## src/rtl/pic_cmd_map.vh

```
`ifndef PIC_CMD_MAP_VH
`define PIC_CMD_MAP_VH

// Port select line values
`define PORT_SEL_COMMAND 1'b0
`define PORT_SEL_MASK 1'b1

// First initialization word fields
`define W1_FOURTH_NEEDED 0
`define W1_SINGLE 1
`define W1_INTERVAL 2
`define W1_LEVEL_TRIG 3
`define W1_MARK 4
`define W1_ADDR_LSB 5
`define W1_ADDR_MSB 7

// Fourth initialization word fields
`define W4_PROC_MODE 0
`define W4_AUTO_EOS 1
`define W4_ROLE 2
`define W4_BUFFERED 3
`define W4_SPECIAL_NEST 4

// Second and third operation word fields
`define OP_KIND 3
`define OP2_END 5
`define OP2_SELECT_LEVEL 6
`define OP2_ROTATE 7
`define OP3_READ_SEL 0
`define OP3_READ_REG 1
`define OP3_MASK_SEL 5
`define OP3_MASK_CHANGE 6

// Reset and default values
`define MASK_RESET 8'h00
`define SLAVE_ID_RESET 3'h7
`define DEFAULT_LEVEL 3'h7
`define CALL_OPCODE 8'hcd

// Acknowledge pulses per sequence
`define ACK_LAST_8BIT 2'h3
`define ACK_LAST_16BIT 2'h2

`endif

```

## src/rtl/pin_sync.v

```verilog
module pin_sync #(
  parameter W = 1
) (
  input wire i_mclk, // System clock
  input wire i_nrst, // Asynchronous reset, active low
  input wire i_ce, // Clock enable
  input wire [W-1:0] i_async, // Asynchronous level inputs
  output reg [W-1:0] o_stable // Filtered level
);

reg [W-1:0] s1_reg;
reg [W-1:0] s2_reg;
reg [W-1:0] s3_reg;

// A bit moves only once the second and third stages agree on it
always @(posedge i_mclk or negedge i_nrst) begin
  if (!i_nrst) begin
    s1_reg <= {W{1'b0}};
    s2_reg <= {W{1'b0}};
    s3_reg <= {W{1'b0}};
    o_stable <= {W{1'b0}};
  end else if (i_ce) begin
    s1_reg <= i_async;
    s2_reg <= s1_reg;
    s3_reg <= s2_reg;
    o_stable <= (s2_reg & s3_reg) | (o_stable & (s2_reg | s3_reg));
  end
end

endmodule // pin_sync

```

## src/rtl/pic_cmd.v

```verilog
`include "pic_cmd_map.vh"

// Summary of operation
// - 16-bit vector: high bits plus level
// - Step through two to four init words
// - Command write with bit 4 restarts init
// - First word resets edges, mask, modes
// - No fourth word zeroes its functions
// - Interval bit picks 4 or 8 spacing
// - 8-bit address gets inserted low bits
// - Level trigger bypasses edge detection
// - Master drives slave identity on cascade
// - Slave answers when cascade matches identity
// - Buffered mode: pin enables, role bit
// - Mode bit picks 8 or 16-bit
// - Auto end-of-service at last acknowledge
// - Operation words accepted after init
// - Mask port write loads eight bits
// - Special mask mode enter, leave, keep
// - Input 0 highest, 7 lowest priority
// - In-service blocks equal and lower
// - Non-specific end clears highest in-service
// - Specific end clears the named level
// - No request answers as level 7
module pic_cmd (
  input wire i_mclk, // System clock, 40 MHz
  input wire i_nrst, // Asynchronous reset, active low
  input wire i_ce, // Clock enable, freezes all state when low
  input wire i_cs_n, // Chip select, active low
  input wire i_wr_n, // Write strobe, active low
  input wire i_rd_n, // Read strobe, active low
  input wire i_port_select_line, // Port select line
  input wire [7:0] i_data, // Data bus in
  output reg [7:0] o_data, // Data bus out
  output reg o_data_oe, // Data bus output enable
  input wire [7:0] i_request_inputs, // Request inputs
  input wire i_acknowledge_strobe_n, // Acknowledge strobe, active low
  output reg o_int, // Interrupt to host, active high
  input wire [2:0] i_cascade_lines, // Cascade lines in
  output reg [2:0] o_cascade_lines, // Cascade lines out
  output reg o_cascade_oe, // Cascade lines output enable
  input wire i_slave_program_or_buffer_enable, // Role strap when unbuffered
  output reg o_slave_program_or_buffer_enable, // Buffer enable, active low
  output reg o_slave_program_or_buffer_enable_oe // High in buffered mode
);

localparam ST_WAIT_W1 = 3'h0;
localparam ST_WAIT_W2 = 3'h1;
localparam ST_WAIT_W3 = 3'h2;
localparam ST_WAIT_W4 = 3'h3;
localparam ST_READY = 3'h4;

// Strobes are combined before the synchronisers so one filter covers each
wire [23:0] sync_in;
wire [23:0] sync_out;
wire wr_f;
wire rd_f;
wire ack_f;
wire sel_f;
wire sp_f;
wire [7:0] data_f;
wire [7:0] req_f;
wire [2:0] cas_f;

assign sync_in = {~i_cs_n & ~i_wr_n, ~i_cs_n & ~i_rd_n, ~i_acknowledge_strobe_n, i_port_select_line,
                  i_slave_program_or_buffer_enable, i_data, i_request_inputs, i_cascade_lines};
assign {wr_f, rd_f, ack_f, sel_f, sp_f, data_f, req_f, cas_f} = sync_out;

pin_sync #(.W(24)) u_sync (
  .i_mclk(i_mclk),
  .i_nrst(i_nrst),
  .i_ce(i_ce),
  .i_async(sync_in),
  .o_stable(sync_out)
);

reg [2:0] state_reg;
reg [2:0] state_next;
reg wr_d_reg;
reg rd_d_reg;
reg ack_d_reg;
reg [7:0] wdata_reg;
reg wsel_reg;
reg [7:0] mask_register;
reg [7:0] request_register;
reg [7:0] in_service_register;
reg [7:0] armed_reg;
reg [2:0] addr_low_reg;
reg level_trigger_select;
reg call_interval_select;
reg single_controller;
reg fourth_word_needed;
reg [7:0] init_word_two;
reg [7:0] init_word_three;
reg special_nesting_select;
reg buffered_reg;
reg role_reg;
reg automatic_end_of_service;
reg processor_mode_select;
reg special_mask_select;
reg read_isr_reg;
reg [1:0] ack_cnt_reg;
reg [2:0] ack_lvl_reg;
reg ack_found_reg;
reg ack_via_slave_reg;
reg ack_self_reg;

wire wr_done = wr_d_reg & ~wr_f;
wire rd_start = rd_f & ~rd_d_reg;
wire rd_end = rd_d_reg & ~rd_f;
wire ack_start = ack_f & ~ack_d_reg;
wire ack_end = ack_d_reg & ~ack_f;
wire ready = (state_reg == ST_READY);
wire cmd_write = wr_done & (wsel_reg == `PORT_SEL_COMMAND);
wire init_start = cmd_write & wdata_reg[`W1_MARK];
wire op2_write = ready & cmd_write & ~wdata_reg[`W1_MARK] & ~wdata_reg[`OP_KIND];
wire op3_write = ready & cmd_write & ~wdata_reg[`W1_MARK] & wdata_reg[`OP_KIND];
wire mask_write = ready & wr_done & (wsel_reg == `PORT_SEL_MASK);
wire is_master = buffered_reg ? role_reg : sp_f;
wire cascaded = ~single_controller;
wire [1:0] ack_last = processor_mode_select ? `ACK_LAST_16BIT : `ACK_LAST_8BIT;

// Lowest set index wins; bit 3 of the result flags an empty vector
function [3:0] pick;
  input [7:0] vec;
  integer k;
  begin
    pick = 4'h8;
    for (k = 7; k >= 0; k = k - 1) begin
      if (vec[k]) begin
        pick = {1'b0, k[2:0]};
      end
    end
  end
endfunction

// In special mask mode a masked in-service level stops blocking
wire [7:0] block_vec = special_mask_select ? (in_service_register & ~mask_register) : in_service_register;
wire [3:0] block_pick = pick(block_vec);
wire [3:0] req_pick = pick(request_register & ~mask_register);
wire req_ok = ~req_pick[3] & (req_pick < block_pick);

reg [7:0] isr_set;
reg [7:0] isr_clr;
reg [7:0] irr_clr;
reg eos_plain;

always @* begin
  isr_set = 8'h00;
  isr_clr = 8'h00;
  irr_clr = 8'h00;
  eos_plain = 1'b0;
  if (ready && ack_start && ack_cnt_reg == 2'h0 && req_ok) begin
    irr_clr[req_pick[2:0]] = 1'b1;
    if (is_master || !cascaded) begin
      isr_set[req_pick[2:0]] = 1'b1;
    end
  end
  // A slave only commits once the master has named it
  if (ready && ack_start && ack_cnt_reg == 2'h1 && !is_master && cascaded && ack_found_reg &&
      cas_f == init_word_three[2:0]) begin
    isr_set[ack_lvl_reg] = 1'b1;
  end
  if (ready && ack_end && ack_cnt_reg == ack_last && automatic_end_of_service) begin
    eos_plain = 1'b1;
  end
  if (op2_write && !wdata_reg[`OP2_ROTATE] && wdata_reg[`OP2_END]) begin
    if (wdata_reg[`OP2_SELECT_LEVEL]) begin
      isr_clr[wdata_reg[2:0]] = 1'b1;
    end else begin
      eos_plain = 1'b1;
    end
  end
  if (eos_plain && !block_pick[3]) begin
    isr_clr[block_pick[2:0]] = 1'b1;
  end
end

wire [7:0] irr_next;
wire [7:0] armed_next;

genvar gi;
generate
  for (gi = 0; gi < 8; gi = gi + 1) begin : g_req
    wire edge_hit = armed_reg[gi] & req_f[gi];
    // An input must be seen low before a rising level counts again
    assign armed_next[gi] = init_start ? 1'b0 : (~req_f[gi] | (armed_reg[gi] & ~edge_hit));
    assign irr_next[gi] = init_start ? 1'b0 :
                          level_trigger_select ? req_f[gi] :
                          (edge_hit | (request_register[gi] & ~irr_clr[gi] & req_f[gi]));
  end
endgenerate

always @* begin
  state_next = state_reg;
  if (init_start) begin
    state_next = ST_WAIT_W2;
  end else if (wr_done && wsel_reg == `PORT_SEL_MASK) begin
    case (state_reg)
      ST_WAIT_W2: state_next = single_controller ? (fourth_word_needed ? ST_WAIT_W4 : ST_READY) :
                               ST_WAIT_W3;
      ST_WAIT_W3: state_next = fourth_word_needed ? ST_WAIT_W4 : ST_READY;
      ST_WAIT_W4: state_next = ST_READY;
      default: state_next = state_reg;
    endcase
  end
end

always @(posedge i_mclk or negedge i_nrst) begin
  if (!i_nrst) begin
    state_reg <= ST_WAIT_W1;
    wr_d_reg <= 1'b0;
    rd_d_reg <= 1'b0;
    ack_d_reg <= 1'b0;
    wdata_reg <= 8'h00;
    wsel_reg <= 1'b0;
    mask_register <= `MASK_RESET;
    request_register <= 8'h00;
    in_service_register <= 8'h00;
    armed_reg <= 8'h00;
    addr_low_reg <= 3'h0;
    level_trigger_select <= 1'b0;
    call_interval_select <= 1'b0;
    single_controller <= 1'b0;
    fourth_word_needed <= 1'b0;
    init_word_two <= 8'h00;
    init_word_three <= {5'h00, `SLAVE_ID_RESET};
    special_nesting_select <= 1'b0;
    buffered_reg <= 1'b0;
    role_reg <= 1'b0;
    automatic_end_of_service <= 1'b0;
    processor_mode_select <= 1'b0;
    special_mask_select <= 1'b0;
    read_isr_reg <= 1'b0;
  end else if (i_ce) begin
    state_reg <= state_next;
    wr_d_reg <= wr_f;
    rd_d_reg <= rd_f;
    ack_d_reg <= ack_f;
    // Keep the last value seen under the strobe; it is acted on at the release
    if (wr_f) begin
      wdata_reg <= data_f;
      wsel_reg <= sel_f;
    end
    request_register <= irr_next;
    armed_reg <= armed_next;
    in_service_register <= (in_service_register & ~isr_clr) | isr_set; // Set wins over clear
    if (init_start) begin
      level_trigger_select <= wdata_reg[`W1_LEVEL_TRIG];
      call_interval_select <= wdata_reg[`W1_INTERVAL];
      single_controller <= wdata_reg[`W1_SINGLE];
      fourth_word_needed <= wdata_reg[`W1_FOURTH_NEEDED];
      addr_low_reg <= wdata_reg[`W1_ADDR_MSB:`W1_ADDR_LSB];
      mask_register <= `MASK_RESET;
      init_word_three <= {5'h00, `SLAVE_ID_RESET};
      special_mask_select <= 1'b0;
      read_isr_reg <= 1'b0;
      if (!wdata_reg[`W1_FOURTH_NEEDED]) begin
        special_nesting_select <= 1'b0;
        buffered_reg <= 1'b0;
        role_reg <= 1'b0;
        automatic_end_of_service <= 1'b0;
        processor_mode_select <= 1'b0;
      end
    end else if (wr_done && wsel_reg == `PORT_SEL_MASK) begin
      case (state_reg)
        ST_WAIT_W2: init_word_two <= wdata_reg;
        ST_WAIT_W3: init_word_three <= wdata_reg;
        ST_WAIT_W4: begin
          special_nesting_select <= wdata_reg[`W4_SPECIAL_NEST];
          buffered_reg <= wdata_reg[`W4_BUFFERED];
          role_reg <= wdata_reg[`W4_ROLE];
          automatic_end_of_service <= wdata_reg[`W4_AUTO_EOS];
          processor_mode_select <= wdata_reg[`W4_PROC_MODE];
        end
        ST_READY: mask_register <= wdata_reg;
        default: mask_register <= mask_register;
      endcase
    end
    if (op3_write) begin
      if (wdata_reg[`OP3_MASK_CHANGE]) begin
        special_mask_select <= wdata_reg[`OP3_MASK_SEL];
      end
      if (wdata_reg[`OP3_READ_REG]) begin
        read_isr_reg <= wdata_reg[`OP3_READ_SEL];
      end
    end
  end
end

// Acknowledge sequencing and the data, cascade and enable outputs
always @(posedge i_mclk or negedge i_nrst) begin
  if (!i_nrst) begin
    ack_cnt_reg <= 2'h0;
    ack_lvl_reg <= 3'h0;
    ack_found_reg <= 1'b0;
    ack_via_slave_reg <= 1'b0;
    ack_self_reg <= 1'b0;
    o_data <= 8'h00;
    o_data_oe <= 1'b0;
    o_int <= 1'b0;
    o_cascade_lines <= 3'h0;
    o_cascade_oe <= 1'b0;
    o_slave_program_or_buffer_enable <= 1'b1;
    o_slave_program_or_buffer_enable_oe <= 1'b0;
  end else if (i_ce) begin
    o_int <= ready & req_ok;
    o_cascade_oe <= ready & cascaded & is_master;
    o_slave_program_or_buffer_enable_oe <= buffered_reg;
    o_slave_program_or_buffer_enable <= ~(buffered_reg & o_data_oe);
    if (ready && ack_start) begin
      case (ack_cnt_reg)
        2'h0: begin
          ack_lvl_reg <= req_ok ? req_pick[2:0] : `DEFAULT_LEVEL;
          ack_found_reg <= req_ok;
          ack_via_slave_reg <= is_master & cascaded & init_word_three[req_ok ? req_pick[2:0] : `DEFAULT_LEVEL];
          if (is_master && cascaded) begin
            o_cascade_lines <= init_word_three[req_ok ? req_pick[2:0] : `DEFAULT_LEVEL] ?
                               (req_ok ? req_pick[2:0] : `DEFAULT_LEVEL) : 3'h0;
          end
          // In 8-bit mode the opening byte comes from the master or a lone controller; in 16-bit mode nothing drives the first pulse
          o_data <= `CALL_OPCODE;
          o_data_oe <= ~processor_mode_select & (is_master | ~cascaded);
          ack_cnt_reg <= 2'h1;
        end
        2'h1: begin
          ack_self_reg <= (is_master | ~cascaded) ? ~ack_via_slave_reg :
                          (cas_f == init_word_three[2:0]);
          if (processor_mode_select) begin
            o_data <= {init_word_two[7:3], ack_lvl_reg};
          end else if (call_interval_select) begin
            o_data <= {addr_low_reg, ack_lvl_reg, 2'h0};
          end else begin
            o_data <= {addr_low_reg[2:1], ack_lvl_reg, 3'h0};
          end
          o_data_oe <= (is_master | ~cascaded) ? ~ack_via_slave_reg :
                       (cas_f == init_word_three[2:0]);
          ack_cnt_reg <= 2'h2;
        end
        2'h2: begin
          o_data <= init_word_two;
          o_data_oe <= ack_self_reg & ~processor_mode_select;
          ack_cnt_reg <= 2'h3;
        end
        default: begin
          o_data_oe <= 1'b0;
          ack_cnt_reg <= 2'h0;
        end
      endcase
    end else if (ack_end) begin
      o_data_oe <= 1'b0;
      if (ack_cnt_reg == ack_last) begin
        ack_cnt_reg <= 2'h0;
        o_cascade_lines <= 3'h0;
      end
    end else if (rd_start && ack_cnt_reg == 2'h0) begin
      o_data <= (sel_f == `PORT_SEL_MASK) ? mask_register :
                (read_isr_reg ? in_service_register : request_register);
      o_data_oe <= 1'b1;
    end else if (rd_end) begin
      o_data_oe <= 1'b0;
    end
    if (init_start) begin
      ack_cnt_reg <= 2'h0;
      o_cascade_lines <= 3'h0;
    end
  end
end

endmodule // pic_cmd

```

## config.mk

```make
export PLATFORM = sky130hd
export DESIGN_NAME = pic_cmd
export DESIGN_NICKNAME = d
export VERILOG_FILES = /design/src/rtl/pin_sync.v /design/src/rtl/pic_cmd.v
export VERILOG_INCLUDE_DIRS = /design/src /design/src/rtl
export SDC_FILE = /design/constraint.sdc
export NUM_CORES = 1
export LEC_CHECK = 0
export BUFFER_PORTS_ARGS = -buffer_cell sky130_fd_sc_hd__buf_2
export CORE_MARGIN = 2
export CORE_UTILIZATION = 35
export DETAILED_ROUTE_END_ITERATION = 8
export SYNTH_ARGS = -nofsm -noshare
export SYNTH_HDL_FRONTEND = slang
export SYNTH_SLANG_ARGS = --single-unit
```

## constraint.sdc

```tcl
create_clock -name i_mclk -period 4 [get_ports i_mclk]
set_clock_uncertainty 0.2 [all_clocks]
set_input_delay 0 -clock i_mclk [delete_from_list [all_inputs] [get_ports i_mclk]]
set_output_delay 0 -clock i_mclk [all_outputs]
set_load 0.01 [all_outputs]
```

==> Flow_metrics.wiki <==
{| class="wikitable"
! Metric !! Value
|-
| Result of the run || finished, violations left
|-
| Violated checks || hold timing
|-
| Clock-pin slew on the worst setup and hold paths || ~80 ps
|-
| Worst slack, placed || approximately 450 ps
|-
| Post-detailed-route via-to-cell ratio || between 5 and 6
|-
| Hold Path Class || in -> async
|-
| Antenna Diode Count || 0
|-
| Number of different library cells in the post-synthesis netlist || between 60 and 70
|-
| Flip-flop and latch count after synthesis || approximately 200
|-
| Number of H-tree levels || 4
|-
| Final standard cell count with taps included and fillers excluded || roughly 1300
|-
| Number of nets still failing antenna checks after routing || 0
|-
| Final worst hold slack || -6.684 ps
|-
| Routed WL per cell || 18.41 microns
|-
| Leakage component of the power || between 4 and 5 nW
|-
| Setup slack of the worst register-to-register path || 350 ps
|-
| Final cycle utilization of the critical path || around nine tenths
|-
| Placeable core area || between 20000 and 30000 sq um
|-
| Unrepaired setup endpoints after global routing || false
|-
| Slew margin rel. || between 20% and 30%
|-
| Die W || approximately 170 microns
|-
| Power per standard cell area || about 620 nW/um^2
|-
| Count of TritonRoute iterations in the first routing pass || 5
|-
| Post-synth EDFFs || 0
|-
| Via count || around 7300
|-
| Pin count of the biggest net entering global routing || 96
|-
| Total wirelength of the detailed-routed design || approximately 25000 microns
|-
| Max Slew Vio Count || 0
|-
| Worst reg2reg path depth || 12
|-
| Post-Syn Area per Cell || roughly 9.9 sq um
|-
| Initial core utilization || 35.70%
|-
| Share of layout cells above drive strength 1 || around 17%
|-
| R2r endpoint || ack_via_slave_reg
|-
| Largest area contributor in the synthesized netlist || dfrtp_1
|-
| Util after Layout || about 41%
|-
| Startpoint Class || flop
|-
| Number of instances in the synthesized netlist || ~940
|-
| Reported max-cap violation count || 0
|-
| Final-report hold violation count || 2
|-
| Final setup violation count || 0
|-
| Clock latency at the later pin of the worst-skew pair || 440 ps
|-
| Max FO, Critical Path || 12
|-
| Signal arrival time at the worst endpoint || between 3000 and 4000 ps
|-
| Setup tns final || 0 ps
|-
| Total DRC errors in the routed layout || 0
|-
| Total number of nets in the final design || approximately 1000
|-
| CP required || approximately 4000 ps
|-
| Most Frequent Cell on Critical Path || nand2_1
|-
| Clock tree from TritonCTS || built
|-
| TritonCTS Buffers || 17
|-
| Sequential fraction of the synthesis area || 52.78%
|-
| Clock tree root buffer cell || clkbuf_16
|-
| Type of the setup path with the least slack || reg -> reg
|-
| Filler Cells Inserted || 2521
|-
| Global-route wire length before repair || between 40000 and 50000 microns
|-
| Worst voltage drop across the vdd grid || about 0.40 mV
|-
| Ports || 44
|-
| Pin slew with the least headroom to its limit || around 1100 ps
|-
| Via count of the first global-routing pass || ~7100
|-
| Area growth from synthesis to final layout || 15.56%
|-
| Max Root-Sink Buffers || 2
|-
| Placed wire-length estimate after detailed placement || 16860 microns
|-
| Largest cells by area after synthesis || dfrtp_1, mux2_2, o21ai_0, nand2_1, a21oi_1
|-
| Number of antenna violations at the first check in global routing || 0
|-
| CP peak stage delay || around 680 ps
|-
| Port Buffer Count || 43
|-
| Number of rows in the core area || between 50 and 60
|-
| Clock sink count || a little under 200
|-
| Synthesized Nets || 977
|-
| Area enclosed by the die boundary || about 28000 sq um
|-
| Post-placement cell count || around 1300
|-
| Crit path cell chain || a21boi_0 > a21oi_1 > nand2b_1 > nand2_1 > nand2_1 > ha_1 > o211ai_1 > a211oi_1 > or4_1 > a211o_1 > a32oi_2 > o31ai_1
|-
| GR Overflow Total || 0
|-
| Die Y || around 170 microns
|-
| Reg-to-reg critical path startpoint || special_mask_select
|-
| Flip-flop cell with the highest count after synthesis || dfrtp_1
|-
| CP endpoint kind || flop
|-
| 1st-iter DRT viols || between 600 and 700
|-
| Slowest-stage cell, CP || or4_1
|-
| Cell with the most instances after synthesis || dfrtp_1
|-
| Syn. warnings || 0
|-
| Share of Yosys cell area claimed by the top area cell type || around half
|-
| Share of synthesized flip-flops with an asynchronous set or reset || between 90% and 100%
|-
| Maximum clock rate || ~0.27 GHz
|-
| Placer's final routability congestion estimate || 0.9637
|-
| Post-synthesis instance area || ~9300 sq um
|-
| Commonest cells in the synthesized netlist || dfrtp_1, nand2_1, o21ai_0, mux2_2
|-
| Clock period minus worst slack || around 3700 ps
|-
| Post-route worst setup slack || between 300 and 400 ps
|-
| Overall Global Routing Usage || 18.17%
|}
-- worst max-delay path by stage --
stage                             start            endpoint  depth (start not counted)
finish              special_mask_select   ack_via_slave_reg                         12
floorplan              mask_register[6]  o_cascade_lines[0]                         11
detailed placement  special_mask_select  o_cascade_lines[0]                         12
CTS                 special_mask_select  o_cascade_lines[0]                         12
global route        special_mask_select   ack_via_slave_reg                         12
global placement       mask_register[6]  o_cascade_lines[0]                         10
-- stage by stage --
| stage | instance area [sq um] | total power, W |
|---|---|---|
| finish | 10750 | 0.006625 |
| global route | 10750 | 0.007024 |
| CTS | 10750 | 0.006642 |
| detailed placement | 9856 | 0.004835 |
| global placement | 9856 | 0.004785 |
| floorplan | 9303 | 0.004138 |
-- kinds of logic after synthesis --
group	share of synthesized area [%]
flip-flops	52.78
buffers and inverters	4.196
XOR/XNOR	0.3767
AND/OR/NAND/NOR	13.83
AO/OA/AOI/OAI	18.02
adder cells (fa/ha/maj)	0.9414
multiplexers	9.859
-- critical path, delay by kind of cell, from the launching register on --
| kind | cells | cell delay [ps] |
|---|---|---|
| compound gates | 7 | 1530 |
| simple gates | 4 | 1000 |
| flops | 1 | 510 |
| fa+ha+maj | 1 | 280 |
-- placed cells by master (no fill, tap or decap), drive strengths merged, types with 4 or more instances in the layout --
| cell type | instances |
|---|---|
| o2bb2ai | 8 |
| nand3 | 23 |
| dfstp | 4 |
| inv | 56 |
| nor2b | 9 |
| o211ai | 12 |
| a31oi | 4 |
| o31ai | 14 |
| nor4 | 4 |
| a211o | 4 |
| mux2i | 14 |
| ha | 7 |
| or2 | 4 |
| clkinv | 6 |
| nand2 | 139 |
| dlygate4sd3 | 28 |
| nand4 | 10 |
| a21oi | 48 |
| buf | 56 |
| nor3b | 5 |
| nand2b | 13 |
| mux2 | 69 |
| a21boi | 7 |
| nor2 | 39 |
| o21ai | 136 |
| nor3 | 11 |
| dfrtp | 192 |
| a32oi | 4 |
| clkbuf | 19 |
| a22oi | 4 |
-- timing repair --
| action | CTS | global route |
|---|---|---|
| hold buffers | 28 | 0 |
| setup buffers | 0 | 0 |
| hold endpoints to repair | 137 | 0 |
| resized for setup | 0 | 0 |
-- report_power, final --
part	leakage (nW)	switching, W	internal, W
Clock	0.299	0.000896	0.000874
Combinational	1.80	0.000984	0.000746
Sequential	2.42	0.000640	0.00249
Total	4.52	0.00252	0.00410
-- per-layer routing --
| metal | share of wire, % | routed length (microns) | track usage, % | vias up |
|---|---|---|---|---|
| li1 | - | - | - | 3443 |
| met1 | 48 | 11820 | 26.00 | 3557 |
| met4 | 2.8 | 686 | 6.372 | 0 |
| met5 | 0 | 0 | 0 | - |
| met3 | 5.6 | 1384 | 3.802 | 47 |
| met2 | 44 | 10780 | 27.34 | 242 |
-- final cells by class --
cell class	count	area, sq um	area share, %
inverters	48	180.2	1.676
repair buffers	85	624.3	5.808
flip-flops and latches	196	4910	45.67
clock inverters	14	175.2	1.629
clock buffers	18	439.2	4.085
multi-input cells	644	4003	37.23
well taps	335	419.2	3.899
(Power assumes the default switching activity.)
